--- src/lia_pkg.sv ---
package lia_pkg;
  // ---------------------------------------------------------------
  // field layout of the acknowledgement data field
  // ---------------------------------------------------------------
  localparam int FIELD_W = 62;
  localparam int FT_LSB = 2;
  localparam logic [1:0] FT_IMM_ACK = 2'b01;
  localparam int RSV_A_LSB = 4;
  localparam int RSV_A_MSB = 5;
  localparam int TAG_LSB = 6;
  localparam int TAG_W = 6;
  localparam int SEQ_LSB = 12;
  localparam int SEQ_W = 8;
  localparam int UTC_BIT = 20;
  localparam int ACK_BIT = 21;
  localparam int TPR_LSB = 22;
  localparam int TPR_W = 4;
  localparam int RSV_B_LSB = 26;
  localparam int RSV_B_MSB = 28;
  localparam int LQ_BIT = 29;
  localparam int RSV_C_LSB = 30;
  localparam int RSV_C_MSB = 61;
  // recommendation sub-fields, relative to TPR_LSB
  localparam int TPR_RSCW = 0;
  localparam int TPR_REP_LSB = 1;
  localparam int TPR_INTM = 3;
  localparam logic [1:0] REP_NO_CHANGE = 2'b00;
  // ---------------------------------------------------------------
  // reset values and defaults
  // ---------------------------------------------------------------
  localparam logic [FIELD_W-1:0] FIELD_RST = 62'h0000_0000_0000_0000;
  localparam int NODE_IDENTIFIER_W = 12;
  localparam int SNR_W = 8;
  localparam logic [SNR_W-1:0] SNR_MARGIN = 8'h06;
  typedef enum logic {
    LIA_IDLE,
    LIA_HOLD
  } lia_state_e;
endpackage

--- src/lia_ack_builder.sv ---
`timescale 1ns/1ps
// Function
// low-complexity node emits this layout, frame type bits 3:2 equal 01.
// reserved bits 5:4, 28:26, 61:30 sent zero and ignored when parsed.
// bits 11:6 carry six low bits of requester node identifier.
// bits 19:12 carry the acknowledged llc frame sequence unchanged.
// bit 20 set when an incoming multi-segment unit cannot be processed.
// bit 21 is 1 for error-free unit, 0 for errored unit; here a refused error-free unit also gets 0.
// far end reads ack bit only when unable_to_comply is zero.
// bits 25:22 carry the partial parameter recommendation.
// bit 29 is 1 when a parameter change is recommended, else 0.
// with ack, flag 1 means snr well above need.
// with nack, flag 1 means snr well below need.
// snr estimation method is free; a margin comparator is used.
// far end matches node tag plus sequence to its frame.
// far end resends refused units in single-segment mode.
// missing recommendation gives no-change, real report on next source frame.
// refusals still carry correct node tag and sequence.
module lia_ack_builder #(
  parameter int NODE_IDENTIFIER_W = lia_pkg::NODE_IDENTIFIER_W,
  parameter int SNR_W = lia_pkg::SNR_W
) (
  // clock and reset
  input  wire logic i_core_clk,
  input  wire logic i_rst,
  // receive path result
  input  wire logic i_rx_done,
  output logic o_rx_ready,
  input  wire logic [NODE_IDENTIFIER_W-1:0] i_rx_node_identifier,
  input  wire logic [lia_pkg::SEQ_W-1:0] i_rx_llc_seq,
  input  wire logic i_rx_err,
  input  wire logic i_rx_multi_seg,
  input  wire logic i_rx_tp_req,
  input  wire logic i_rx_cur_rscw,
  input  wire logic i_rx_cur_intm,
  input  wire logic [SNR_W-1:0] i_rx_snr,
  input  wire logic [SNR_W-1:0] i_rx_snr_need,
  // recommendation from the parameter estimator
  input  wire logic i_rec_valid,
  input  wire logic [lia_pkg::TPR_W-1:0] i_rec_value,
  // built field towards the header transmitter
  output logic o_ack_valid,
  input  wire logic i_ack_ready,
  output logic [lia_pkg::FIELD_W-1:0] o_ack_field,
  // field received from a remote node
  input  wire logic i_rem_valid,
  input  wire logic [lia_pkg::FIELD_W-1:0] i_rem_field,
  output logic o_rem_valid,
  output logic o_rem_type_ok,
  output logic [lia_pkg::TAG_W-1:0] o_rem_tag,
  output logic [lia_pkg::SEQ_W-1:0] o_rem_seq,
  output logic o_rem_utc,
  output logic o_rem_ack_ok,
  output logic o_rem_nack,
  output logic o_rem_lq,
  output logic [lia_pkg::TPR_W-1:0] o_rem_rec
);
  import lia_pkg::*;

  // ---------------------------------------------------------------
  // state
  // ---------------------------------------------------------------
  typedef struct packed {
    lia_state_e st;
    logic [FIELD_W-1:0] field;
    logic pend;
    logic [TAG_W-1:0] pend_tag;
    logic rem_valid;
    logic rem_type_ok;
    logic [TAG_W-1:0] rem_tag;
    logic [SEQ_W-1:0] rem_seq;
    logic rem_utc;
    logic rem_ack_ok;
    logic rem_nack;
    logic rem_lq;
    logic [TPR_W-1:0] rem_rec;
  } lia_state_s;

  lia_state_s s_reg;
  lia_state_s s_next;
  logic lq_change;
  logic take;
  logic ack_bit;
  logic [TAG_W-1:0] tag;
  logic [TPR_W-1:0] rec;

  // no-change repeats the transmitter's own rscw and interleave choice
  function automatic logic [TPR_W-1:0] no_change(input logic rscw,
                                                 input logic intm);
    logic [TPR_W-1:0] v;
    v = '0;
    v[TPR_RSCW] = rscw;
    v[TPR_REP_LSB +: 2] = REP_NO_CHANGE;
    v[TPR_INTM] = intm;
    return v;
  endfunction

  // ---------------------------------------------------------------
  // link quality estimator
  // ---------------------------------------------------------------
  lia_link_quality #(
    .SNR_W(SNR_W),
    .MARGIN(SNR_MARGIN)
  ) u_lq (
    .i_snr(i_rx_snr),
    .i_snr_need(i_rx_snr_need),
    .i_ack(ack_bit),
    .o_change(lq_change)
  );

  // ---------------------------------------------------------------
  // builder and parser next state
  // ---------------------------------------------------------------
  // a refused unit is never acknowledged, so ack is cleared by an error or a refusal
  assign ack_bit = ~i_rx_err & ~i_rx_multi_seg;
  assign tag = i_rx_node_identifier[TAG_W-1:0];
  assign take = i_rx_done & (s_reg.st == LIA_IDLE);
  // a new result is held off while the previous field waits for ready
  assign o_rx_ready = (s_reg.st == LIA_IDLE);

  always_comb begin
    rec = no_change(i_rx_cur_rscw, i_rx_cur_intm);
    if (i_rec_valid && (i_rx_tp_req || (s_reg.pend &&
        s_reg.pend_tag == tag))) begin
      rec = i_rec_value;
    end
  end

  always_comb begin
    s_next = s_reg;
    s_next.rem_valid = 1'b0;
    case (s_reg.st)
      LIA_IDLE: begin
        if (i_rx_done) begin
          s_next.field = FIELD_RST;
          s_next.field[FT_LSB +: 2] = FT_IMM_ACK;
          s_next.field[TAG_LSB +: TAG_W] = tag;
          s_next.field[SEQ_LSB +: SEQ_W] = i_rx_llc_seq;
          s_next.field[UTC_BIT] = i_rx_multi_seg;
          s_next.field[ACK_BIT] = ack_bit;
          s_next.field[TPR_LSB +: TPR_W] = rec;
          s_next.field[LQ_BIT] = lq_change;
          // report owed to this source if it asked and we could not answer
          if (i_rx_tp_req && !i_rec_valid) begin
            s_next.pend = 1'b1;
            s_next.pend_tag = tag;
          end else if (s_reg.pend && s_reg.pend_tag == tag &&
                       i_rec_valid) begin
            s_next.pend = 1'b0;
          end
          s_next.st = LIA_HOLD;
        end
      end
      LIA_HOLD: begin
        if (i_ack_ready) begin
          s_next.st = LIA_IDLE;
        end
      end
      default: begin
        s_next.st = LIA_IDLE;
      end
    endcase
    // parse: reserved bits are not looked at
    if (i_rem_valid) begin
      s_next.rem_valid = 1'b1;
      s_next.rem_type_ok = (i_rem_field[FT_LSB +: 2] == FT_IMM_ACK);
      s_next.rem_tag = i_rem_field[TAG_LSB +: TAG_W];
      s_next.rem_seq = i_rem_field[SEQ_LSB +: SEQ_W];
      s_next.rem_utc = i_rem_field[UTC_BIT];
      s_next.rem_ack_ok = i_rem_field[ACK_BIT] & ~i_rem_field[UTC_BIT];
      s_next.rem_nack = ~i_rem_field[ACK_BIT] & ~i_rem_field[UTC_BIT];
      s_next.rem_lq = i_rem_field[LQ_BIT];
      s_next.rem_rec = i_rem_field[TPR_LSB +: TPR_W];
    end
  end

  // ---------------------------------------------------------------
  // registers
  // ---------------------------------------------------------------
  always_ff @(posedge i_core_clk) begin
    if (i_rst) begin
      s_reg <= '{st: LIA_IDLE, field: FIELD_RST, default: '0};
    end else begin
      s_reg <= s_next;
    end
  end

  assign o_ack_valid = (s_reg.st == LIA_HOLD);
  assign o_ack_field = s_reg.field;
  assign o_rem_valid = s_reg.rem_valid;
  assign o_rem_type_ok = s_reg.rem_type_ok;
  assign o_rem_tag = s_reg.rem_tag;
  assign o_rem_seq = s_reg.rem_seq;
  assign o_rem_utc = s_reg.rem_utc;
  assign o_rem_ack_ok = s_reg.rem_ack_ok;
  assign o_rem_nack = s_reg.rem_nack;
  assign o_rem_lq = s_reg.rem_lq;
  assign o_rem_rec = s_reg.rem_rec;
endmodule

--- src/lia_link_quality.sv ---
`timescale 1ns/1ps
// snr based link quality decision, any consistent estimator may sit here
module lia_link_quality #(
  parameter int SNR_W = lia_pkg::SNR_W,
  parameter logic [SNR_W-1:0] MARGIN = lia_pkg::SNR_MARGIN
) (
  // measurement
  input  wire logic [SNR_W-1:0] i_snr,
  input  wire logic [SNR_W-1:0] i_snr_need,
  input  wire logic i_ack,
  // decision
  output logic o_change
);
  import lia_pkg::*;
  logic [SNR_W:0] hi_bound;
  logic [SNR_W:0] lo_snr;
  // widened by one bit so the margin sum never wraps
  always_comb begin
    hi_bound = {1'b0, i_snr_need} + {1'b0, MARGIN};
    lo_snr = {1'b0, i_snr} + {1'b0, MARGIN};
    if (i_ack) begin
      o_change = ({1'b0, i_snr} > hi_bound);
    end else begin
      o_change = (lo_snr < {1'b0, i_snr_need});
    end
  end
endmodule

--- config.mk ---
export PLATFORM = sky130hd
export DESIGN_NAME = lia_ack_builder
export DESIGN_NICKNAME = d
export VERILOG_FILES = /design/src/lia_pkg.sv /design/src/lia_ack_builder.sv /design/src/lia_link_quality.sv
export SDC_FILE = /design/constraint.sdc
export NUM_CORES = 1
export LEC_CHECK = 0
export BUFFER_PORTS_ARGS = -buffer_cell sky130_fd_sc_hd__clkbuf_2
export CAP_MARGIN = 40
export CORE_ASPECT_RATIO = 1.75
export CORE_MARGIN = 2
export CORE_UTILIZATION = 30
export DETAILED_ROUTE_END_ITERATION = 7
export GPL_ROUTABILITY_DRIVEN = 1
export GPL_TIMING_DRIVEN = 0
export PLACE_DENSITY_LB_ADDON = 0.15
export SYNTH_ARGS = -nofsm -noshare
export SYNTH_HDL_FRONTEND = slang
export SYNTH_SLANG_ARGS = --single-unit
export TNS_END_PERCENT = 20
--- constraint.sdc ---
create_clock -name i_core_clk -period 2.6 [get_ports i_core_clk]
set_input_delay 0.52 -clock i_core_clk [delete_from_list [all_inputs] [get_ports i_core_clk]]
set_output_delay 0.52 -clock i_core_clk [all_outputs]
set_load 0.02 [all_outputs]
==> results of run 1 <==
final timing paths:
kind	from	endpoint	slack [ps]	cells past startpoint
worst max-delay path	i_rx_snr_need[1]	o_ack_field[29]	230	11
worst max register to register	o_ack_valid	o_ack_field[14]	780	5
worst min-delay path	i_rx_llc_seq[3]	o_ack_field[15]	440	3
worst min register to register	o_ack_field[12]	o_ack_field[12]	450	2
kinds of logic after synthesis:
logic type               synth area share, %
adder cells (fa/ha/maj)                 6.72
flip-flops                              34.2
AND/OR/NAND/NOR                         13.8
other                                  0.119
XOR/XNOR                                4.43
buffers and inverters                   22.1
multiplexers                            9.17
AO/OA/AOI/OAI                           9.49
per-layer routing:
metal | global-route usage [%] | share of wire (%)
met2 | 27.0 | 55
met3 | 2.59 | 6.8
met1 | 13.6 | 36
met4 | 5.88 | 2.0
met5 | 0 | 0
cell type report:
class	instances	area share [%]
buffer	94	15.5
clock inverter	3	1.63
clock buffer	5	2.96
timing repair buffer	113	13.4
inverter	12	1.07
multi-input combinational	252	36.2
tap	127	3.76
sequential	54	25.6
power by group through the flow:
| stage | registers, mW | clock network, mW | logic [mW] |
|---|---|---|---|
| after floorplan | 0.919 | 0 | 0.385 |
| after detailed placement | 0.917 | 0 | 0.554 |
| after global placement | 0.915 | 0 | 0.548 |
| after CTS | 0.897 | 0.888 | 0.556 |
| after global routing | 0.903 | 0.909 | 0.609 |
| final | 0.897 | 0.859 | 0.549 |
synthesized netlist by cell type, drive strengths merged:
library cell,number
nor3,2
o311ai,1
nor2,41
mux2i,29
nand4,3
nand2b,4
dfxtp,54
nor4,1
or4,1
a31oi,1
a21o,3
ha,17
a211oi,3
o41ai,1
nand3,4
o21ai,6
buf,83
o21a,2
inv,12
conb,1
clkbuf,11
nand2,42
xor2,4
o22ai,1
o2111ai,2
nor2b,3
nand3b,2
a2111oi,1
o211ai,2
xnor2,12
a21oi,24
stage by stage:
step	setup slack, ps	hold slack [ps]
after floorplan	382	437
after global placement	-75.9	443
after detailed placement	-114	448
after CTS	219	436
after global routing	99.1	448
final	226	440
tightest hold or removal path, cell delays in order:
cell	delay [ps]
clkbuf_2	80
nand2_1	40
a21oi_1	50
==> qor.yml, run 1 <==
status: "complete, no violations"
pwr-share-clk_pct: 37.3
power_leakage_nw: 2.24
port_buffers: 113
required_ps: 2780
hold_path.class: "input pin to flip-flop"
cts_tree: "yes"
crit_path_end_kind: "flip-flop"
cts_htree_levels: 2
postLayoutCoreUtil_pct: 41.1
layout_common_cells: "clkbuf_2, buf_4, dfxtp_1, nand2_1"
cts_max_path_buffers: 2
antenna_found_initial: 0
cts_hold_buf: 0
nNetsFinal: 662
num_io_pins: 201
synth_area_sq_mm: 0.00316
multi_input_area_sq_mm: 0.00153
routed_wirelength_um: 7950
synth_warnings: 0
gp_congestion: 0.888
final.setup.tns_ps: 0
final_antenna_net_count: 0
ys_seq_elements: 54
die_area_sq_mm: 0.0114
cap_violations: 0
num_rows: 49
critPathLaunchType: "input pin"
rsz0062_at_grt: "false"
fmax_mhz: 421
p_int_mw: 1.67
routedWlPerCell_um: 12.0
cpLargestDelayFamily: "compound AO/OA/AOI/OAI gates"
cp_slowest_cell: "a2111oi_0"
synthCells: 373
insertion_delay_ps: 300
overflow: 0
drtPass1Iterations: 4
grt_max_degree: 18
slew_headroom_pct: 57.5
cp.arrival_ps: 2550
setup-violations-final: 0
syn-mean-instance-area_sq_um: 8.48
finalCritPeriodShare_pct: 91.3
worstMarginPinSlew_ps: 638
dr_total_vias: 2709
cts_made_buffers: 5
final-max-slew-violation-count: 0
area_growth_pct: 33.6
post-cts-setup-buffers: 0
placed_cells: 652
cts.repair.resized: 0
largest_reg_flops: 22
vias_per_cell: 4.10
crit_type: "input pin to flip-flop"
nFillCells: 1120
combPwrFrac_pct: 23.8
path_common_cell: "ha_1"
post_synth_main_area_contributors: "dfxtp_1, buf_4, mux2i_1"
crit_fanout: 4
ys_seq_area_share_pct: 34.2
sw_frac_of_total_pct: 27.5
p_total_mw: 2.31
initial_core_util_pct: 30.7
layout_commonest_cell: "clkbuf_2"
seqPwrFrac_pct: 38.9
cp_slowest_stage_delay_ps: 370
path_buf_inv: 2
finalHoldViolations: 0
finalClockSkew_ps: 2.18
net-switching-power_mw: 0.634
first_iter_violations: 53
path_clk_slew_ps: 70
die_y_um: 140
dp_hpwl_um: 6680
stdcell_count: 660
core_sq_mm: 0.0103
grt_pass1_vias: 2623
fin_area_sq_mm: 0.00423
drive_above_1_share_pct: 38.5
p_per_area_mw_per_mm2: 545
cts_root_buf: "clkbuf_16"
synth_top_area_share_pct: 34.2
grt_use_total_pct: 13.9
cts_sinks: 54
ir_drop_mv: 0.277
fin_crit_ps: 2370
crit_chain: "clkbuf_2, inv_1, ha_1, nor3_1, nand3_1, xnor2_1, ha_1, a2111oi_0, o21ai_0, a21oi_1, o22ai_1"
ys_types: 34
grt_pass1_wl_um: 12100
drc: 0
synth.largest_area_cell: "dfxtp_1"
dpl_cell_area_sq_mm: 0.00404
antenna_cells: 0
regArea_sq_mm: 0.00108
die_w_um: 81.6
No activity file was read; power rests on OpenSTA's default activity.
==> inputs of run 2 (changes only) <==
RECOVER_POWER = 50   (was unset)
==> qor.yml, run 2 (synthesis results as in run 1) <==
cp.arrival_ps: 2540
die_y_um: 140
p_per_area_mw_per_mm2: 550
antenna_found_initial: 0
cts_htree_levels: 2
grt_max_degree: 18
critPathLaunchType: "input pin"
whs_endpoint: "o_ack_field[15]"
cap_violations: 0
worstMarginPinSlew_ps: 708
ir_drop_mv: 0.277
cts_max_path_buffers: 2
fmax_mhz: 424
slew_headroom_pct: 52.8
cts_tree: "yes"
layout_common_cells: "buf_4, clkbuf_2, dfxtp_1, clkbuf_1, nand2_1"
cts_made_buffers: 5
required_ps: 2780
first_iter_violations: 53
holdWs_ps: 440
setup-violations-final: 0
final.setup.tns_ps: 0
grt_pass1_vias: 2623
crit_path_end_kind: "flip-flop"
largest_reg_flops: 22
rsz0062_at_grt: "false"
insertion_delay_ps: 300
cts_hold_buf: 0
vias_per_cell: 4.10
cts_sinks: 54
rr_startpoint: "o_ack_valid"
status: "complete, no violations"
min_delay_path_depth: 3
die_w_um: 81.6
gp_congestion: 0.888
nFillCells: 1139
grt_use_total_pct: 13.9
worstReg2RegEnd: "o_ack_field[14]"
routed_wirelength_um: 8030
path_clk_slew_ps: 70
finalCritPeriodShare_pct: 90.7
fin_area_sq_mm: 0.00418
holdCritStartpoint: "i_rx_llc_seq[3]"
dpl_cell_area_sq_mm: 0.00404
multi_input_area_sq_mm: 0.00153
area_growth_pct: 32.0
cts_root_buf: "clkbuf_16"
num_rows: 49
drtPass1Iterations: 4
crit_type: "input pin to flip-flop"
fin_crit_ps: 2360
drive_above_1_share_pct: 30.8
dp_hpwl_um: 6680
routedWlPerCell_um: 12.2
r2r_slack_ps: 780
crit_fanout: 4
grt_pass1_wl_um: 12100
reg2reg_depth: 5
overflow: 0
num_io_pins: 201
initial_core_util_pct: 30.7
regArea_sq_mm: 0.00108
power_leakage_nw: 2.10
nNetsFinal: 662
finalHoldViolations: 0
layout_commonest_cell: "buf_4"
cts.repair.resized: 0
final-max-slew-violation-count: 0
port_buffers: 113
finalClockSkew_ps: 2.14
hold_path.class: "input pin to flip-flop"
dr_total_vias: 2709
post-cts-setup-buffers: 0
postLayoutCoreUtil_pct: 40.6
final_antenna_net_count: 0
drc: 0
die_area_sq_mm: 0.0114
core_sq_mm: 0.0103
antenna_cells: 0
-- run 2: cell types whose count changed in the layout (fill, tap and decap cells not counted) --
cell	delta
clkbuf_2	-40
buf_2	-1
buf_1	-1
clkbuf_1	+42
-- run 2: routing by layer --
metal / wire length, um / up-vias / track usage [%]
li1: - / 1421 / -
met1: 2970 / 1177 / 13.6
met2: 4330 / 99 / 27.0
met3: 537 / 12 / 2.59
met4: 184 / 0 / 5.88
met5: 0 / - / 0
-- run 2: where the power goes --
part | total [mW] | switching (mW) | internal, mW
Sequential | 0.897 | 0.0232 | 0.874
Combinational | 0.540 | 0.305 | 0.234
Clock | 0.859 | 0.306 | 0.553
-- run 2: area by class of cell --
type | count | share of cell area [%]
clock buffers | 5 | 2.99
clock inverters | 3 | 1.65
inverters | 12 | 1.08
plain buffers | 94 | 15.6
repair buffers | 113 | 12.3
multi-input cells | 252 | 36.6
well taps | 127 | 3.80
flip-flops and latches | 54 | 25.9
-- run 2: stage by stage --
step	power [mW]	instances	setup slack [ps]
3_5_place_dp	1.47	652	-114
5_1_grt	2.41	660	99.1
4_1_cts	2.34	660	219
2_1_floorplan	1.30	412	382
6_report	2.30	660	242
3_3_place_gp	1.46	652	-75.9
-- run 2: how the worst max path moves through the flow --
stage                     slack, ps  cells after the start         endpoint              from
after floorplan                 380                     11  o_ack_field[29]  i_rx_snr_need[1]
after global placement          -80                     11  o_ack_field[29]  i_rx_snr_need[1]
after detailed placement       -110                     11  o_ack_field[29]  i_rx_snr_need[1]
after CTS                       220                     11  o_ack_field[29]  i_rx_snr_need[1]
after global routing            100                     11  o_ack_field[29]  i_rx_snr_need[1]
final                           240                     11  o_ack_field[29]  i_rx_snr_need[1]
-- run 2: critical path, stage by stage --
cell,delay [ps]
clkbuf_2,120
inv_1,80
ha_1,220
nor3_1,250
nand3_1,140
xnor2_1,140
ha_1,210
a2111oi_0,370
o21ai_0,140
a21oi_1,230
o22ai_1,120
==> inputs of run 3 (changes only) <==
PLACE_DENSITY = 0.72   (was unset)
PLACE_DENSITY_LB_ADDON = unset   (was 0.15)
==> qor.yml, run 3 (synthesis results as in run 1) <==
status: "complete, no violations"
multi_input_area_sq_mm: 0.00154
cts_root_buf: "clkbuf_16"
seqPwrFrac_pct: 41.3
cts_htree_levels: 2
antenna_found_initial: 0
p_int_mw: 1.56
sw_frac_of_total_pct: 28.3
finalCritPeriodShare_pct: 88.8
area_growth_pct: 31.2
cts.repair.resized: 0
crit_path_end_kind: "flip-flop"
fin_crit_ps: 2310
finalHoldViolations: 0
first_iter_violations: 76
worst_slack_ps: 290
drtPass1Iterations: 4
ir_drop_mv: 0.393
regArea_sq_mm: 0.00108
insertion_delay_ps: 290
holdWs_ps: 441
initial_core_util_pct: 30.7
worstMarginPinSlew_ps: 695
grt_pass1_wl_um: 11800
core_sq_mm: 0.0103
fmax_mhz: 433
rsz0062_at_grt: "false"
overflow: 0
final-max-slew-violation-count: 0
nFillCells: 1118
dr_total_vias: 2769
post-cts-setup-buffers: 0
fin_area_sq_mm: 0.00415
r2r_slack_ps: 790
place_ws_ps: -156
num_rows: 49
combPwrFrac_pct: 24.7
cp.arrival_ps: 2480
die_y_um: 140
nNetsFinal: 662
cts_made_buffers: 5
grt_pass1_vias: 2517
port_buffers: 113
final_antenna_net_count: 0
largest_reg_flops: 22
crit_type: "input pin to flip-flop"
die_w_um: 81.6
pwr-share-clk_pct: 34.0
routed_wirelength_um: 7820
cts_max_path_buffers: 2
power_leakage_nw: 2.09
postLayoutCoreUtil_pct: 40.3
required_ps: 2770
drive_above_1_share_pct: 30.8
net-switching-power_mw: 0.616
grt_max_degree: 17
path_clk_slew_ps: 70
layout_common_cells: "buf_4, clkbuf_2, clkbuf_1, dfxtp_1, nand2_1"
finalClockSkew_ps: 6.31
critPathLaunchType: "input pin"
setup-violations-final: 0
dp_hpwl_um: 6560
die_area_sq_mm: 0.0114
drc: 0
crit_fanout: 4
antenna_cells: 0
dpl_cell_area_sq_mm: 0.00404
slew_headroom_pct: 53.7
cts_hold_buf: 0
cts_sinks: 54
hold_path.class: "input pin to flip-flop"
num_io_pins: 201
p_per_area_mw_per_mm2: 524
grt_use_total_pct: 13.5
cts_tree: "yes"
routedWlPerCell_um: 11.9
vias_per_cell: 4.20
layout_commonest_cell: "buf_4"
gp_congestion: 0.743
cap_violations: 0
## run 3: cell count changes in the layout (fill, tap and decap cells not counted)
cell,before,now
clkinv_2,0,2
clkbuf_2,73,72
nor3_2,0,1
bufinv_16,2,1
nor3_1,2,1
clkbuf_1,53,54
clkinv_4,1,0
## run 3: worst paths after layout
path	from	endpoint	cells after the start
setup / recovery	i_rx_snr_need[1]	o_ack_field[29]	11
hold / removal	i_rx_llc_seq[6]	o_ack_field[18]	3
setup reg to reg	o_ack_valid	o_ack_field[13]	5
hold reg to reg	o_ack_field[9]	o_ack_field[9]	2
## run 3: layout make-up
type,count,area share (%)
inverter,12,1.08
timing repair buffer,113,12.4
buffer,94,15.7
multi-input combinational,252,37.0
clock inverter,3,0.964
tap,127,3.83
clock buffer,5,3.01
sequential,54,26.0
## run 3: critical path, stage by stage
cell	delay (ps)
clkbuf_2	120
inv_1	70
ha_1	230
nor3_2	210
nand3_1	130
xnor2_1	140
ha_1	210
a2111oi_0	410
o21ai_0	170
a21oi_1	160
o22ai_1	100
## run 3: power groups by stage
| stage | logic (mW) | clock network, mW | registers (mW) |
|---|---|---|---|
| final | 0.538 | 0.740 | 0.899 |
| after global routing | 0.595 | 0.807 | 0.904 |
| after CTS | 0.551 | 0.772 | 0.899 |
| after detailed placement | 0.549 | 0 | 0.918 |
| after global placement | 0.538 | 0 | 0.915 |
| after floorplan | 0.385 | 0 | 0.919 |
## run 3: layer usage
metal | up-vias | part of all wire, % | GRT usage (%)
met4 | 0 | 1.3 | 4.30
li1 | 1422 | - | -
met5 | - | 0 | 0
met2 | 119 | 55 | 26.7
met1 | 1220 | 35 | 12.6
met3 | 8 | 8.7 | 3.57
## run 3: through the flow
step / setup TNS (ps) / std cells / power [mW]
2_1_floorplan: 0 / 412 / 1.30
4_1_cts: 0 / 660 / 2.22
3_3_place_gp: -98.9 / 652 / 1.45
5_1_grt: 0 / 660 / 2.31
6_report: 0 / 660 / 2.18
3_5_place_dp: -156 / 652 / 1.47
